**config.mk**
```make
export PLATFORM = sky130hd
export DESIGN_NAME = tbs_device_flat
export DESIGN_NICKNAME = d
export VERILOG_FILES = /design/src/include/tbs_pkg.sv /design/src/include/tbs_link_if.sv /design/src/verilog/tbs_device.sv /design/src/flat_wrapper.sv
export SDC_FILE = /design/constraint.sdc
export NUM_CORES = 1
export LEC_CHECK = 0
export ABC_CLOCK_PERIOD_IN_PS = 4100
export BUFFER_PORTS_ARGS = -buffer_cell sky130_fd_sc_hd__buf_2
export CORE_UTILIZATION = 55
export CTS_BUF_LIST = sky130_fd_sc_hd__clkbuf_4
export CTS_CLUSTER_SIZE = 20
export DETAILED_ROUTE_END_ITERATION = 16
export PLACE_DENSITY = 0.82
export SLEW_MARGIN = 20
export SYNTH_ARGS = -nofsm -noshare
export SYNTH_HDL_FRONTEND = slang
export SYNTH_SLANG_ARGS = --single-unit
```
**constraint.sdc**
```tcl
create_clock -name clk_sys_i -period 4.1 [get_ports clk_sys_i]
set_clock_uncertainty 0.05 [all_clocks]
set_input_delay 0.41 -clock clk_sys_i [delete_from_list [all_inputs] [get_ports clk_sys_i]]
set_output_delay 0.41 -clock clk_sys_i [all_outputs]
set_load 0.05 [all_outputs]
```
**src/include/tbs_pkg.sv**
```systemverilog
// Shared constants of the token-bus event and command status block
package tbs_pkg;
  // Byte offsets inside the shared 256-byte table
  localparam logic [7:0]  TBL_REPLY_DEST_LO = 8'h86;
  localparam logic [7:0]  TBL_RESP_PTR      = 8'h88;
  localparam logic [7:0]  TBL_RWR_PTR       = 8'h8c;
  localparam logic [7:0]  TBL_CMD_AREA      = 8'h90;
  localparam logic [7:0]  TBL_RET_AREA      = 8'h96;
  localparam logic [7:0]  TBL_CMD_STATUS    = 8'h9c;
  localparam logic [7:0]  TBL_INT_STATUS0   = 8'ha8;
  localparam logic [7:0]  TBL_INT_MASK0     = 8'haa;
  localparam logic [7:0]  TBL_DUMP          = 8'he0;
  localparam logic [7:0]  DUMP_STRIDE       = 8'h06;
  localparam int          TBL_WORDS         = 128;
  localparam int          DMA_CHANNELS      = 4;
  // Command codes on the link
  localparam logic [3:0]  CMD_RESET         = 4'h0;
  localparam logic [3:0]  CMD_LOAD_FC       = 4'h1;
  localparam logic [3:0]  CMD_CLEAR_INT     = 4'h2;
  localparam logic [3:0]  CMD_RESP_READY    = 4'h3;
  localparam logic [3:0]  CMD_SET_ONE       = 4'h4;
  localparam logic [3:0]  CMD_SET_TWO       = 4'h5;
  localparam logic [3:0]  CMD_READ_VALUE    = 4'h6;
  // Command status word and status word 0 layout
  localparam logic [15:0] DONE_MASK         = 16'h8000;
  localparam logic [15:0] STATUS_RESET      = 16'h0000;
  localparam int          BIT_DONE          = 15;
  localparam int          BIT_BUS_ADDRESS_ERROR_FLAG         = 9;
  // Software register map of the host end
  localparam logic [11:0] APB_TABLE_LAST    = 12'h1fc;
  localparam logic [11:0] APB_CMD           = 12'h200;
  localparam logic [11:0] APB_STAT          = 12'h204;
  localparam int          STAT_BUSY         = 0;
  localparam int          STAT_IRQ          = 1;
  localparam int          STAT_DONE         = 2;
endpackage

```
**src/include/tbs_link_if.sv**
```systemverilog
// Link between the controller end and the host end: table port, command port, interrupt
`timescale 1ns/1ps
`default_nettype none
interface tbs_link_if;
  logic        mem_req;
  logic        mem_we;
  logic [7:0]  mem_addr;
  logic [15:0] mem_wdata;
  logic [15:0] mem_rdata;
  logic        mem_ack;
  logic        cmd_valid;
  logic [3:0]  cmd_code;
  logic        cmd_ack;
  logic        irq;
  modport device (output mem_req, mem_we, mem_addr, mem_wdata, cmd_ack, irq,
                  input  mem_rdata, mem_ack, cmd_valid, cmd_code);
  modport host   (input  mem_req, mem_we, mem_addr, mem_wdata, cmd_ack, irq,
                  output mem_rdata, mem_ack, cmd_valid, cmd_code);
endinterface
`default_nettype wire

```
**src/verilog/tbs_device.sv**
```systemverilog
// Controller end: event status, command results, reply pointers, error dump
//
// Functional notes
// - Predefined mode: use response pointer for reply
// - Otherwise pointer valid only after response-ready
// - Write received request descriptor address to table
// - Command area: opcode word plus two value words
// - Result area: two value words, opcode word, status word
// - Done bit after commands but reset, load-fc
// - Read-modify-write status; skip if already set
// - Always set bit; interrupt only when unmasked
// - Status stays until clear-interrupt command
// - Command-complete flag except reset, load-fc, clear
// - Pool-empty flags; last buffer descriptor withheld
// - Empty buffer pool still takes frame header
// - Transmit-queue-empty after last confirm flag
// - Token-skipped on skip address ordering
// - Token passed: save rotation time, restart
// - Bus or address error during own DMA
// - On error halt, pass token or seek successor, dump pointers
// - Host repairs before clearing bus error
// - Second error or error while offline: severe state
// - Pool-low flags on warning-marked descriptors
// - Overrun and underrun flags, abort on underrun
// - Request and response transmitted flags
`timescale 1ns/1ps
`default_nettype none
module tbs_device
  import tbs_pkg::*;
(
  input  wire logic                        clk_sys_i,
  input  wire logic                        resetn_i,
  tbs_link_if.device                       link,
  input  wire logic                        predefined_mode_i,
  input  wire logic                        rwr_rx_i,
  input  wire logic [31:0]                 rwr_fd_addr_i,
  input  wire logic                        fd_consumed_i,
  input  wire logic                        fd_last_i,
  input  wire logic                        fd_access_i,
  input  wire logic                        frame_pool_warning_bit_i,
  input  wire logic                        fd_avail_i,
  input  wire logic                        bd_access_i,
  input  wire logic                        bd_last_i,
  input  wire logic                        buffer_pool_warning_bit_i,
  input  wire logic                        bd_refill_i,
  input  wire logic                        confirm_set_i,
  input  wire logic                        confirm_last_i,
  input  wire logic                        token_heard_i,
  input  wire logic [15:0]                 token_sa_i,
  input  wire logic [15:0]                 token_da_i,
  input  wire logic [15:0]                 own_station_address_i,
  input  wire logic                        token_passed_i,
  input  wire logic                        dma_active_i,
  input  wire logic                        bus_master_i,
  input  wire logic [2:0]                  bus_error_code_inputs_i,
  input  wire logic                        chip_select_i,
  input  wire logic                        iack_i,
  input  wire logic                        has_token_i,
  input  wire logic                        has_successor_i,
  input  wire logic                        offline_i,
  input  wire logic [DMA_CHANNELS-1:0][2:0]  dma_fc_i,
  input  wire logic [DMA_CHANNELS-1:0][31:0] dma_ptr_i,
  input  wire logic                        fifo_wr_i,
  input  wire logic                        fifo_full_i,
  input  wire logic                        fifo_rd_i,
  input  wire logic                        fifo_empty_i,
  input  wire logic                        req_done_i,
  input  wire logic                        resp_done_i,
  input  wire logic [2:0]                  misc_event_i,
  output logic                             bd_grant_o,
  output logic                             rx_header_only_o,
  output logic                             abort_o,
  output logic                             halt_o,
  output logic                             pass_token_o,
  output logic                             seek_successor_o,
  output logic                             severe_o,
  output logic                             reply_fd_valid_o,
  output logic [31:0]                      reply_fd_addr_o,
  output logic [31:0]                      last_rotation_o
);
  typedef enum logic [3:0] {
    ST_IDLE = 4'h0, ST_EV_RD = 4'h1, ST_EV_MK = 4'h3, ST_EV_WR = 4'h2,
    ST_CLR_WR = 4'h6, ST_CMD_RD = 4'h4, ST_CMD_RET = 4'h5, ST_CMD_STS = 4'h7,
    ST_RWR_WR = 4'hc, ST_RSP_RD = 4'hd, ST_DUMP = 4'hf
  } tbs_state_t;

  tbs_state_t state, next_state, cmd_route;
  logic [1:0]  w, next_w, ch, next_ch;
  logic [15:0] shadow, mask_q, mask_rd, rd_word, pending, snap, rsp_hi;
  logic [15:0] cw [3];
  logic [31:0] param [4];
  logic [31:0] rwr_addr, rot_cnt;
  logic [DMA_CHANNELS-1:0][2:0]  dump_fc;
  logic [DMA_CHANNELS-1:0][31:0] dump_ptr;
  logic [3:0]  cmd_q;
  logic        resp_valid, rwr_pend, rsp_pend, bd_empty, bus_address_error_flag_pending, dump_req, err_d;
  logic        mem_req, mem_we;
  logic [7:0]  mem_addr;
  logic [15:0] mem_wdata;

  wire        ack        = link.mem_ack;
  wire        idle       = state == ST_IDLE;
  wire        last3      = w == 2'h2;
  wire        take_dump  = idle && dump_req;
  wire        take_cmd   = idle && !dump_req && link.cmd_valid && (!severe_o || link.cmd_code == CMD_RESET);
  wire        go         = idle && !dump_req && !link.cmd_valid && !severe_o;
  wire        take_rwr   = go && rwr_pend;
  wire        take_rsp   = go && !rwr_pend && rsp_pend;
  wire        take_ev    = go && !rwr_pend && !rsp_pend && (pending != 16'h0);
  wire [15:0] new_bits   = pending & ~shadow;
  wire        is_reset   = take_cmd && link.cmd_code == CMD_RESET;
  wire        clr_done   = state == ST_CLR_WR && ack;
  wire        rsp_done   = state == ST_RSP_RD && ack && w == 2'h1;
  wire        rwr_done   = state == ST_RWR_WR && ack && w == 2'h1;
  wire        cmd_rd_end = state == ST_CMD_RD && ack && last3;
  wire        cc_ev      = state == ST_CMD_STS && ack && cmd_q != CMD_CLEAR_INT;
  wire        dump_done  = state == ST_DUMP && ack && ch == 2'h3 && last3;
  wire [1:0]  op         = cw[0][1:0];
  wire        skip_hit   = token_heard_i && ((token_sa_i > own_station_address_i && own_station_address_i > token_da_i)
                         || (token_da_i > token_sa_i && token_sa_i > own_station_address_i)
                         || (own_station_address_i > token_da_i && token_da_i > token_sa_i));
  wire        bus_err    = bus_error_code_inputs_i != 3'h0;
  wire        addr_err   = bus_master_i && (chip_select_i || iack_i);
  wire        err_hit    = dma_active_i && (bus_err || addr_err);
  wire        err_rise   = err_hit && !err_d;
  wire        underrun   = fifo_rd_i && fifo_empty_i;
  wire [7:0]  dump_base  = 8'(TBL_DUMP + 8'(ch * DUMP_STRIDE));

  // Event vector in status word 0 bit order, bit 15 first
  wire [15:0] ev_now = {cc_ev, fd_consumed_i && fd_last_i, bd_access_i && bd_last_i,
                        confirm_set_i && confirm_last_i, skip_hit, token_passed_i, dump_done,
                        fd_access_i && frame_pool_warning_bit_i, bd_access_i && buffer_pool_warning_bit_i,
                        fifo_wr_i && fifo_full_i, underrun, req_done_i, resp_done_i, misc_event_i};

  assign cmd_route = (link.cmd_code == CMD_RESET || link.cmd_code == CMD_LOAD_FC) ? ST_IDLE :
                     (link.cmd_code == CMD_CLEAR_INT) ? ST_CLR_WR :
                     (link.cmd_code == CMD_SET_ONE || link.cmd_code == CMD_SET_TWO ||
                      link.cmd_code == CMD_READ_VALUE) ? ST_CMD_RD : ST_CMD_STS;
  assign bd_grant_o       = bd_access_i && !bd_last_i;
  assign rx_header_only_o = bd_empty && fd_avail_i;
  assign link.cmd_ack     = take_cmd;
  assign link.irq         = (shadow & mask_q) != 16'h0;
  assign link.mem_req     = mem_req;
  assign link.mem_we      = mem_we;
  assign link.mem_addr    = mem_addr;
  assign link.mem_wdata   = mem_wdata;

  always_comb begin
    mem_req   = 1'b1;
    mem_we    = 1'b1;
    mem_addr  = 8'h00;
    mem_wdata = 16'h0000;
    unique case (state)
      ST_IDLE:    mem_req = 1'b0;
      ST_EV_RD:   begin mem_we = 1'b0; mem_addr = TBL_INT_STATUS0; end
      ST_EV_MK:   begin mem_we = 1'b0; mem_addr = TBL_INT_MASK0; end
      ST_EV_WR:   begin mem_addr = TBL_INT_STATUS0; mem_wdata = rd_word | snap; end
      ST_CLR_WR:  begin mem_addr = TBL_INT_STATUS0; mem_wdata = STATUS_RESET; end
      ST_CMD_RD:  begin mem_we = 1'b0; mem_addr = TBL_CMD_AREA + {5'h00, w, 1'b0}; end
      ST_CMD_RET: begin
        mem_addr  = TBL_RET_AREA + {5'h00, w, 1'b0};
        mem_wdata = (w == 2'h0) ? param[op][31:16] : (w == 2'h1) ? param[op][15:0] : cw[0];
      end
      ST_CMD_STS: begin mem_addr = TBL_CMD_STATUS; mem_wdata = DONE_MASK; end
      ST_RWR_WR:  begin
        mem_addr  = TBL_RWR_PTR + {5'h00, w, 1'b0};
        mem_wdata = w[0] ? rwr_addr[15:0] : rwr_addr[31:16];
      end
      ST_RSP_RD:  begin mem_we = 1'b0; mem_addr = TBL_RESP_PTR + {5'h00, w, 1'b0}; end
      ST_DUMP:    begin
        mem_addr  = dump_base + {5'h00, w, 1'b0};
        mem_wdata = (w == 2'h0) ? {13'h0000, dump_fc[ch]} :
                    (w == 2'h1) ? dump_ptr[ch][31:16] : dump_ptr[ch][15:0];
      end
      default:    mem_req = 1'b0;
    endcase
  end

  always_comb begin
    next_state = state;
    next_w     = w;
    next_ch    = ch;
    unique case (state)
      ST_IDLE: begin
        next_w  = 2'h0;
        next_ch = 2'h0;
        if (take_dump) next_state = ST_DUMP;
        else if (take_cmd) next_state = cmd_route;
        else if (take_rwr) next_state = ST_RWR_WR;
        else if (take_rsp) next_state = ST_RSP_RD;
        else if (take_ev && new_bits != 16'h0) next_state = ST_EV_RD;
      end
      ST_EV_RD:   if (ack) next_state = ST_EV_MK;
      ST_EV_MK:   if (ack) next_state = ST_EV_WR;
      ST_EV_WR:   if (ack) next_state = ST_IDLE;
      ST_CLR_WR:  if (ack) next_state = ST_CMD_STS;
      ST_CMD_STS: if (ack) next_state = ST_IDLE;
      ST_CMD_RD, ST_CMD_RET: if (ack) begin
        next_w = last3 ? 2'h0 : w + 2'h1;
        if (last3) next_state = (state == ST_CMD_RD && cmd_q == CMD_READ_VALUE) ? ST_CMD_RET : ST_CMD_STS;
      end
      ST_RWR_WR, ST_RSP_RD: if (ack) begin
        next_w = w + 2'h1;
        if (w == 2'h1) next_state = ST_IDLE;
      end
      ST_DUMP: if (ack) begin
        next_w = last3 ? 2'h0 : w + 2'h1;
        if (last3) next_ch = ch + 2'h1;
        if (dump_done) next_state = ST_IDLE;
      end
      default: next_state = ST_IDLE;
    endcase
  end

  always_ff @(posedge clk_sys_i) begin
    if (!resetn_i) begin
      state <= ST_IDLE;
      w     <= 2'h0;
      ch    <= 2'h0;
    end else begin
      state <= next_state;
      w     <= next_w;
      ch    <= next_ch;
    end
  end

  // Mask copy moves with the status write so irq never changes on the mask read
  always_ff @(posedge clk_sys_i) begin
    if (!resetn_i) begin
      shadow  <= 16'h0000;
      mask_q  <= 16'h0000;
      mask_rd <= 16'h0000;
      rd_word <= 16'h0000;
      pending <= 16'h0000;
      snap    <= 16'h0000;
    end else begin
      pending <= (take_ev ? 16'h0000 : pending) | ev_now;
      if (take_ev) snap <= new_bits;
      if (state == ST_EV_RD && ack) rd_word <= link.mem_rdata;
      if (state == ST_EV_MK && ack) mask_rd <= link.mem_rdata;
      if (state == ST_EV_WR && ack) mask_q <= mask_rd;
      if (clr_done) shadow <= STATUS_RESET;
      else if (state == ST_EV_WR && ack) shadow <= shadow | snap;
    end
  end

  always_ff @(posedge clk_sys_i) begin
    if (!resetn_i) begin
      cmd_q            <= CMD_RESET;
      resp_valid       <= 1'b0;
      rwr_pend         <= 1'b0;
      rsp_pend         <= 1'b0;
      rwr_addr         <= 32'h0;
      rsp_hi           <= 16'h0000;
      reply_fd_valid_o <= 1'b0;
      reply_fd_addr_o  <= 32'h0;
      for (int i = 0; i < 3; i++) cw[i] <= 16'h0000;
      for (int i = 0; i < 4; i++) param[i] <= 32'h0;
    end else begin
      reply_fd_valid_o <= rsp_done;
      if (take_cmd) cmd_q <= link.cmd_code;
      if (state == ST_CMD_RD && ack) cw[w] <= link.mem_rdata;
      if (cmd_rd_end && cmd_q == CMD_SET_ONE) param[op] <= {16'h0000, cw[1]};
      if (cmd_rd_end && cmd_q == CMD_SET_TWO) param[op] <= {cw[1], link.mem_rdata};
      if (take_cmd && link.cmd_code == CMD_RESP_READY) resp_valid <= 1'b1;
      else if (rsp_done && !predefined_mode_i) resp_valid <= 1'b0;
      if (rwr_rx_i) rwr_addr <= rwr_fd_addr_i;
      if (rwr_rx_i) rwr_pend <= 1'b1;
      else if (rwr_done) rwr_pend <= 1'b0;
      if (rwr_rx_i && (predefined_mode_i || resp_valid)) rsp_pend <= 1'b1;
      else if (rsp_done) rsp_pend <= 1'b0;
      if (state == ST_RSP_RD && ack && w == 2'h0) rsp_hi <= link.mem_rdata;
      if (rsp_done) reply_fd_addr_o <= {rsp_hi, link.mem_rdata};
    end
  end

  // Bus/address error, severe state, pools and rotation timing
  always_ff @(posedge clk_sys_i) begin
    if (!resetn_i) begin
      err_d            <= 1'b0;
      bus_address_error_flag_pending    <= 1'b0;
      severe_o         <= 1'b0;
      halt_o           <= 1'b0;
      dump_req         <= 1'b0;
      pass_token_o     <= 1'b0;
      seek_successor_o <= 1'b0;
      abort_o          <= 1'b0;
      bd_empty         <= 1'b0;
      rot_cnt          <= 32'h0;
      last_rotation_o  <= 32'h0;
      dump_fc          <= '0;
      dump_ptr         <= '0;
    end else begin
      err_d            <= err_hit;
      pass_token_o     <= 1'b0;
      seek_successor_o <= 1'b0;
      abort_o          <= underrun;
      if (take_dump) dump_req <= 1'b0;
      if (is_reset) begin
        severe_o      <= 1'b0;
        bus_address_error_flag_pending <= 1'b0;
        halt_o        <= 1'b0;
      end else if (err_rise && !severe_o) begin
        if (bus_address_error_flag_pending || offline_i) severe_o <= 1'b1;
        else begin
          bus_address_error_flag_pending    <= 1'b1;
          halt_o           <= 1'b1;
          dump_req         <= 1'b1;
          dump_fc          <= dma_fc_i;
          dump_ptr         <= dma_ptr_i;
          pass_token_o     <= has_token_i && has_successor_i;
          seek_successor_o <= has_token_i && !has_successor_i;
        end
      end else if (clr_done) begin
        bus_address_error_flag_pending <= 1'b0;
        halt_o        <= 1'b0;
      end
      if (bd_access_i && bd_last_i) bd_empty <= 1'b1;
      else if (bd_refill_i) bd_empty <= 1'b0;
      if (token_passed_i) begin
        last_rotation_o <= rot_cnt;
        rot_cnt         <= 32'h0;
      end else rot_cnt <= rot_cnt + 32'h1;
    end
  end
endmodule
`default_nettype wire

```
**src/flat_wrapper.sv**
```systemverilog
// flat-port wrapper written by rule: the top's interface ports become plain ports
module tbs_device_flat import tbs_pkg::*;
  (clk_sys_i, resetn_i, predefined_mode_i, rwr_rx_i, rwr_fd_addr_i, fd_consumed_i, fd_last_i, fd_access_i, frame_pool_warning_bit_i, fd_avail_i, bd_access_i, bd_last_i, buffer_pool_warning_bit_i, bd_refill_i, confirm_set_i, confirm_last_i, token_heard_i, token_sa_i, token_da_i, own_station_address_i, token_passed_i, dma_active_i, bus_master_i, bus_error_code_inputs_i, chip_select_i, iack_i, has_token_i, has_successor_i, offline_i, dma_fc_i, dma_ptr_i, fifo_wr_i, fifo_full_i, fifo_rd_i, fifo_empty_i, req_done_i, resp_done_i, misc_event_i, bd_grant_o, rx_header_only_o, abort_o, halt_o, pass_token_o, seek_successor_o, severe_o, reply_fd_valid_o, reply_fd_addr_o, last_rotation_o, link_mem_req, link_mem_we, link_mem_addr, link_mem_wdata, link_cmd_ack, link_irq, link_mem_rdata, link_mem_ack, link_cmd_valid, link_cmd_code);
  tbs_link_if link_i ();
  input  wire logic clk_sys_i;
  input  wire logic resetn_i;
  input  wire logic predefined_mode_i;
  input  wire logic rwr_rx_i;
  input  wire logic [31:0] rwr_fd_addr_i;
  input  wire logic fd_consumed_i;
  input  wire logic fd_last_i;
  input  wire logic fd_access_i;
  input  wire logic frame_pool_warning_bit_i;
  input  wire logic fd_avail_i;
  input  wire logic bd_access_i;
  input  wire logic bd_last_i;
  input  wire logic buffer_pool_warning_bit_i;
  input  wire logic bd_refill_i;
  input  wire logic confirm_set_i;
  input  wire logic confirm_last_i;
  input  wire logic token_heard_i;
  input  wire logic [15:0] token_sa_i;
  input  wire logic [15:0] token_da_i;
  input  wire logic [15:0] own_station_address_i;
  input  wire logic token_passed_i;
  input  wire logic dma_active_i;
  input  wire logic bus_master_i;
  input  wire logic [2:0] bus_error_code_inputs_i;
  input  wire logic chip_select_i;
  input  wire logic iack_i;
  input  wire logic has_token_i;
  input  wire logic has_successor_i;
  input  wire logic offline_i;
  input  wire logic [DMA_CHANNELS-1:0][2:0] dma_fc_i;
  input  wire logic [DMA_CHANNELS-1:0][31:0] dma_ptr_i;
  input  wire logic fifo_wr_i;
  input  wire logic fifo_full_i;
  input  wire logic fifo_rd_i;
  input  wire logic fifo_empty_i;
  input  wire logic req_done_i;
  input  wire logic resp_done_i;
  input  wire logic [2:0] misc_event_i;
  output logic bd_grant_o;
  output logic rx_header_only_o;
  output logic abort_o;
  output logic halt_o;
  output logic pass_token_o;
  output logic seek_successor_o;
  output logic severe_o;
  output logic reply_fd_valid_o;
  output logic [31:0] reply_fd_addr_o;
  output logic [31:0] last_rotation_o;
  output wire logic [$bits(link_i.mem_req)-1:0] link_mem_req;
  output wire logic [$bits(link_i.mem_we)-1:0] link_mem_we;
  output wire logic [$bits(link_i.mem_addr)-1:0] link_mem_addr;
  output wire logic [$bits(link_i.mem_wdata)-1:0] link_mem_wdata;
  output wire logic [$bits(link_i.cmd_ack)-1:0] link_cmd_ack;
  output wire logic [$bits(link_i.irq)-1:0] link_irq;
  input wire logic [$bits(link_i.mem_rdata)-1:0] link_mem_rdata;
  input wire logic [$bits(link_i.mem_ack)-1:0] link_mem_ack;
  input wire logic [$bits(link_i.cmd_valid)-1:0] link_cmd_valid;
  input wire logic [$bits(link_i.cmd_code)-1:0] link_cmd_code;
  assign link_mem_req = link_i.mem_req;
  assign link_mem_we = link_i.mem_we;
  assign link_mem_addr = link_i.mem_addr;
  assign link_mem_wdata = link_i.mem_wdata;
  assign link_cmd_ack = link_i.cmd_ack;
  assign link_irq = link_i.irq;
  assign link_i.mem_rdata = link_mem_rdata;
  assign link_i.mem_ack = link_mem_ack;
  assign link_i.cmd_valid = link_cmd_valid;
  assign link_i.cmd_code = link_cmd_code;
  tbs_device u_core (.clk_sys_i(clk_sys_i), .resetn_i(resetn_i), .link(link_i), .predefined_mode_i(predefined_mode_i), .rwr_rx_i(rwr_rx_i), .rwr_fd_addr_i(rwr_fd_addr_i), .fd_consumed_i(fd_consumed_i), .fd_last_i(fd_last_i), .fd_access_i(fd_access_i), .frame_pool_warning_bit_i(frame_pool_warning_bit_i), .fd_avail_i(fd_avail_i), .bd_access_i(bd_access_i), .bd_last_i(bd_last_i), .buffer_pool_warning_bit_i(buffer_pool_warning_bit_i), .bd_refill_i(bd_refill_i), .confirm_set_i(confirm_set_i), .confirm_last_i(confirm_last_i), .token_heard_i(token_heard_i), .token_sa_i(token_sa_i), .token_da_i(token_da_i), .own_station_address_i(own_station_address_i), .token_passed_i(token_passed_i), .dma_active_i(dma_active_i), .bus_master_i(bus_master_i), .bus_error_code_inputs_i(bus_error_code_inputs_i), .chip_select_i(chip_select_i), .iack_i(iack_i), .has_token_i(has_token_i), .has_successor_i(has_successor_i), .offline_i(offline_i), .dma_fc_i(dma_fc_i), .dma_ptr_i(dma_ptr_i), .fifo_wr_i(fifo_wr_i), .fifo_full_i(fifo_full_i), .fifo_rd_i(fifo_rd_i), .fifo_empty_i(fifo_empty_i), .req_done_i(req_done_i), .resp_done_i(resp_done_i), .misc_event_i(misc_event_i), .bd_grant_o(bd_grant_o), .rx_header_only_o(rx_header_only_o), .abort_o(abort_o), .halt_o(halt_o), .pass_token_o(pass_token_o), .seek_successor_o(seek_successor_o), .severe_o(severe_o), .reply_fd_valid_o(reply_fd_valid_o), .reply_fd_addr_o(reply_fd_addr_o), .last_rotation_o(last_rotation_o));
endmodule
```
==> Word-level counts from Yosys, hierarchy flattened <==
Memories as Yosys holds them, arrays and structs flattened.
Index checks and enable logic that the tools add are counted.
{ "totals": {"register_bits": 404, "mem_count": 2, "output_inout_bits": 100, "ramBits": 176} }
{ "op_classes": {"muxes": 73, "multipliers": 1, "eq_ne": 37, "bitwise": 11, "n_lt_le_gt_ge": 4, "n_reduce_logical": 106, "n_addsub": 9} }
{ "memory_table": {"columns": ["memory", "depth", "width", "rd", "rd_clocked_by_memory_dff", "wr", "line", "rtl"], "rows": [
  ["u_core.param", 4, 32, 1, 0, 4, "tbs_device.sv:91", "logic [31:0] param [4];"],
  ["u_core.cw", 3, 16, 2, 0, 3, "tbs_device.sv:90", "logic [15:0] cw [3];"]
]} }
{ "ops": {"columns": ["cell", "n"], "rows": [
  ["16-bit two-way mux", 7],
  ["32-bit two-way mux", 3],
  ["16-bit case mux with 5 select lines", 1],
  ["4-bit two-way mux", 17],
  ["32-bit binary-select mux with 2-bit select", 1],
  ["8-bit case mux with 8 select lines", 1],
  ["1-bit logical AND", 54],
  ["16-bit > comparator", 3],
  ["16-bit OR", 3],
  ["16-bit nonzero test", 3],
  ["4-bit by 3-bit equality test with 1-bit output, second input constant", 10],
  ["32-bit by 1-bit adder with 32-bit output, second input constant", 1],
  ["8-bit by 3-bit adder with 8-bit output, first input constant", 4],
  ["16-bit AND", 2],
  ["4-bit case mux with 8 select lines", 1],
  ["32-bit OR reduction", 1],
  ["1-bit two-way mux", 29],
  ["2-bit two-way mux", 9],
  ["4-bit by 2-bit equality test with 1-bit output, second input constant", 4],
  ["16-bit inverter", 1],
  ["16-bit OR reduction", 1],
  ["2-bit != test, second input constant", 7],
  ["4-bit equality test, second input constant", 3],
  ["2-bit by 1-bit != test with 1-bit output, second input constant", 6],
  ["29 further kinds", 69]
]} }

==> Longest topological paths before layout <==
{ "depth": {"word_depth": 14, "ltp_mapped": 14, "mapped_depth_nobuf": 11} }

==> Worst setup path before layout <==
Ideal clock, no wire load.
{ "synth_path": {"path_kind": "register to output", "startpoint": "register u_core.ch[0]", "endpoint": "output port link_mem_addr[4]", "stages_incl_launch_ff": 15, "t_arrival_ns": 3.343, "slack_ns": 0.297, "required_time_ns": 3.640, "path_buffers": 3, "cell_sequence": "dfxtp_1 buf_2 buf_1 buf_2 inv_1 ha_1 inv_1 ha_1 a21o_1 nand2_1 xnor2_1 nand2_1 nand2_1 a21oi_1 nor2_1"} }
{ "synth_between": {"elab_chain_cells": 4} }
{ "synth_lines": {"columns": ["item", "line", "rtl"], "rows": [
  ["start: declaration", "tbs_device.sv:88", "logic [1:0] w, next_w, ch, next_ch;"],
  ["start signal: assignment", "tbs_device.sv:223", "ch <= next_ch;"],
  ["2-bit by 2-bit multiplier with 4-bit output", "tbs_device.sv:127", "wire [7:0] dump_base = 8'(TBL_DUMP + 8'(ch * DUMP_STRIDE));"],
  ["6-bit by 6-bit adder with 7-bit output", "tbs_device.sv:127", null],
  ["8-bit by 3-bit adder with 8-bit output", "tbs_device.sv:171", "mem_addr = dump_base + {5'h00, w, 1'b0};"],
  ["8-bit case mux with 8 select lines", "tbs_device.sv:153", "unique case (state)"],
  ["end: declaration", "flat_wrapper.sv:55", "output wire logic [$bits(link_i.mem_addr)-1:0] link_mem_addr;"]
]} }
No other way between the ends.

==> Final worst setup path <==
{ "layout_path": {"startpoint": "register u_core.ch[0]", "endpoint": "output port link_mem_wdata[15]"} }
{ "layout_between": {"elab_chain_cells": 5} }
{ "layout_lines": {"columns": ["item", "line", "rtl"], "rows": [
  ["32-bit binary-select mux with 2-bit select", "tbs_device.sv:173", "(w == 2'h1) ? dump_ptr[ch][31:16] : dump_ptr[ch][15:0];"],
  ["32-bit two-way mux (implied by the code)", "tbs_device.sv:173", null],
  ["16-bit two-way mux", "tbs_device.sv:173", null],
  ["16-bit two-way mux", "tbs_device.sv:172", "mem_wdata = (w == 2'h0) ? {13'h0000, dump_fc[ch]} :"],
  ["16-bit case mux with 5 select lines", "tbs_device.sv:153", null],
  ["end: declaration", "flat_wrapper.sv:56", "output wire logic [$bits(link_i.mem_wdata)-1:0] link_mem_wdata;"]
]} }
No other way between the ends. The select of a mux whose other input is x is not followed.

==> reports/qor_table.md <==
| Result | Value |
|---|---|
| Number of synthesized flops with an enable pin | 160 |
| Worst reg-to-reg setup slack | 1020 ps |
| Estimated wirelength of the detail-placed design | 51.2 mm |
| Maximum fanout along the worst path | 18 |
| Leading register cell type out of synthesis | sky130_fd_sc_hd__dfxtp_1 |
| Setup repair after global routing missed its margin | false |
| Via count of the first global-routing pass | 23300 |
| Post-synthesis instance area | 24800 um^2 |
| Clock network latency to the later pin of the worst-skew pair | 980 ps |
| Sequential-to-total area share from yosys stat | 52.0% |
| Remaining Overflow, GRT | 0 |
| Initial Utilization | 56.0% |
| Critical Path Sink Type | primary output |
| Ratio of final minimum period to clock period | 95.2% |
| All-Layer GR Usage | 36.1% |
| Final net count | 3603 |
| Floorplan die width | 214 um |
| Maximum clock frequency | 256 MHz |
| Core area | 44300 um^2 |
| Total setup violations reported at the end of the flow | 0 |
| Area leader, netlist | sky130_fd_sc_hd__dfxtp_1 |
| Length of the first detailed-routing pass in iterations | 6 |
| Most common cell after layout, fill and taps aside | sky130_fd_sc_hd__nand2_1 |
| Full die area | 46000 um^2 |
| Area contributors post-synth | sky130_fd_sc_hd__dfxtp_1 (33%), sky130_fd_sc_hd__edfxtp_1 (19%), sky130_fd_sc_hd__nand2_1 (8.3%), sky130_fd_sc_hd__a21oi_1 (6.9%), sky130_fd_sc_hd__mux4_2 (5.9%) |
| Area Overhead vs Synth | 26.8% |
| Cell count after synthesis | 2638 |
| End of the worst register-to-register path | u_core.dump_ptr[0] |
| Antenna violations before repair | 12 |
| Number of warning messages in the yosys log | 0 |
| First-pass GRT wire length | 128 mm |
| Buffers on Ports | 376 |
| Via count normalized by instance count | 5.90 |
| Async set-reset flop share out of synthesis | 0% |
| Routed length per instance | 20.9 um |
| Average cell area after synthesis | 9.40 um^2 |
| Worst-case hold path end point | u_core.rwr_pend |
| Power density over the cells | 444 nW/um^2 |
| Final weighted congestion in routability-driven placement | 0.955 |
| Fraction of final layout cells with drive strength greater than 1 | 22.4% |
| Start point of the worst min-delay path | rwr_rx_i |
| Filler cell count in the final layout | 3148 |
| Worst hold path type | in2reg |
| CTS buffer count | 147 |
| Most used cells in the layout excluding fill and tap cells | sky130_fd_sc_hd__nand2_1 (549), sky130_fd_sc_hd__dfxtp_1 (400), sky130_fd_sc_hd__buf_2 (376), sky130_fd_sc_hd__a21oi_1 (344), sky130_fd_sc_hd__nor2_1 (324) |
| DRC violation count after routing | 0 |
| Synth unique cells | 68 |
| Final critical delay including setup and external delays | 3900 ps |
| Overall routed net length | 83.2 mm |
| Y dimension of the die | 214 um |
| Number of synthesized register bits | 564 |
| Cell row count | 77 |
| Max-capacitance violation count | 0 |
| Clock sink total | 564 |
| Vias | 23400 |
| Worst hold stages | 3 |
| Depth of the CTS H-tree | 4 |
| CP Class | reg2out |
| I/O pin count | 378 |
| Worst reg2reg startpoint | u_core.state[2] |
| Relative slew slack | 31.1% |
| Run status | finished, final reports clean |
| Number of nets produced by synthesis | 2975 |
| Worst Tran Pin Value | 1030 ps |
| Post-layout util | 71.0% |
| FF-to-FF path depth | 7 |
| Total Power | 14.0 mW |
| Max rail drop VDD | 266 uV |
| CTS tree | done |
| Maximum buffer depth of the clock tree | 3 |
| Arrival time of the worst setup path | 3440 ps |
| Required arrival time at the worst endpoint | 3640 ps |
| Largest net degree at the start of global routing | 173 |
| Library cell used as clock root buffer | sky130_fd_sc_hd__clkbuf_4 |
| Clock slew at reported path FFs | 70 ps |
| Antenna Violating Nets Remaining | 0 |
| Leakage | 12.9 nW |
| Number of DRC markers in iteration 0 | 2800 |
| Max Transition Viols Final | 0 |
| Final Hold Viols | 0 |
| CP Launch Type | flip-flop |
| Setup Total Neg Slack | 0 ps |
| Area fraction of the dominant cell type after synthesis | 32.6% |
repair_timing:
item / in CTS / in global routing
endpoints found under the hold margin: 371 / 0
hold buffers: 233 / 0
endpoints found under the setup margin: 8 / 16
setup buffers: 1 / 0
gates resized for setup: 1 / 7
logic make-up (layout without fill, tap and decap cells):
group | after synthesis | count (layout) | share of synthesized area (%)
flip-flops | 564 | 564 | 52.0
AND/OR/NAND/NOR | 1054 | 1054 | 17.7
other | 1 | 10 | 0.0151
AO/OA/AOI/OAI | 465 | 465 | 10.3
XOR/XNOR | 33 | 33 | 1.17
adder cells (fa/ha/maj) | 59 | 59 | 3.01
buffers and inverters | 253 | 987 | 3.98
multiplexers | 209 | 209 | 11.8
flip-flops by register name (all words and copies together), names as in the netlist, 2 cells and up:
register                flops
u_core.mask_q              16
u_core.rot_cnt             32
u_core.snap                16
u_core.cw                  32
u_core.mask_rd             16
u_core.cmd_q                4
u_core.rd_word             16
u_core.ch                   2
u_core.shadow              16
u_core.rwr_addr            32
u_core.last_rotation_o     32
u_core.pending             16
u_core.state                4
u_core.param              128
u_core.w                    2
u_core.reply_fd_addr_o     32
u_core.dump_fc             12
u_core.dump_ptr           128
u_core.rsp_hi              16
stage by stage:
step | cell area, um^2 | instances | hold slack (ps) | setup WS (ps)
final | 31500 | 3973 | 116 | 197
after global routing | 31500 | 3972 | 100 | 18.6
after CTS | 31400 | 3964 | 3.03 | 34.6
after detailed placement | 27100 | 3475 | 395 | 980
after global placement | 27100 | 3475 | 386 | 1030
after floorplan | 24800 | 2638 | 382 | 297
metal layers:
metal | vias up | track usage (%) | share of wire, %
li1 | 10500 | - | -
met1 | 11000 | 42.0 | 36
met2 | 1554 | 57.6 | 47
met3 | 416 | 11.6 | 10
met4 | 8 | 23.1 | 6.4
met5 | - | 0 | 0.059
worst max-delay path by stage:
stage	start	endpoint	slack [ps]	cells after the start
after floorplan	u_core.ch[0]	link_mem_addr[4]	300	14
after global placement	u_core.state[1]	u_core.dump_ptr[63]	1030	7
after detailed placement	u_core.state[1]	u_core.dump_ptr[120]	980	7
after CTS	u_core.state[2]	link_mem_wdata[2]	30	6
after global routing	u_core.state[2]	link_mem_wdata[11]	20	6
final	u_core.ch[0]	link_mem_wdata[15]	200	6
critical path: stages, from the launching register on:
cell                       delay, ps
sky130_fd_sc_hd__dfxtp_2         440
sky130_fd_sc_hd__buf_6           270
sky130_fd_sc_hd__mux4_2          530
sky130_fd_sc_hd__mux2_2          290
sky130_fd_sc_hd__a221oi_1        410
sky130_fd_sc_hd__o21ai_0         260
sky130_fd_sc_hd__buf_2           280
synthesized netlist by cell type, drive strengths merged (6+ instances only):
master	count
nand3	35
nor3	9
nor2b	17
or3	6
xnor2	8
mux4	65
a22oi	9
nand4	25
a221oi	6
nand2	549
a31oi	6
buf	36
dfxtp	404
and3	43
inv	81
mux2i	128
clkbuf	136
xor2	25
o211ai	7
o22ai	16
ha	58
and2	6
mux2	16
a21oi	344
nand2b	13
nor4	11
o21ai	36
edfxtp	160
nor2	327
cell type report:
cell class / instances / area, um^2 / share of cell area (%)
antenna: 9 / 22.5 / 0.0716
clock inverter: 32 / 258 / 0.819
inverter: 81 / 312 / 0.990
timing repair buffer: 651 / 4570 / 14.5
clock buffer: 223 / 1670 / 5.32
tap: 592 / 741 / 2.35
multi-input combinational: 1821 / 11000 / 34.9
sequential: 564 / 12900 / 41.0
power breakdown:
part / internal (mW) / leakage [nW] / total, mW / switching [mW]
logic: 0.972 / 6.79 / 2.64 / 1.67
clock network: 2.78 / 1.15 / 5.16 / 2.37
registers: 5.95 / 4.93 / 6.17 / 0.210
No activity file was read; power rests on OpenSTA's default activity.
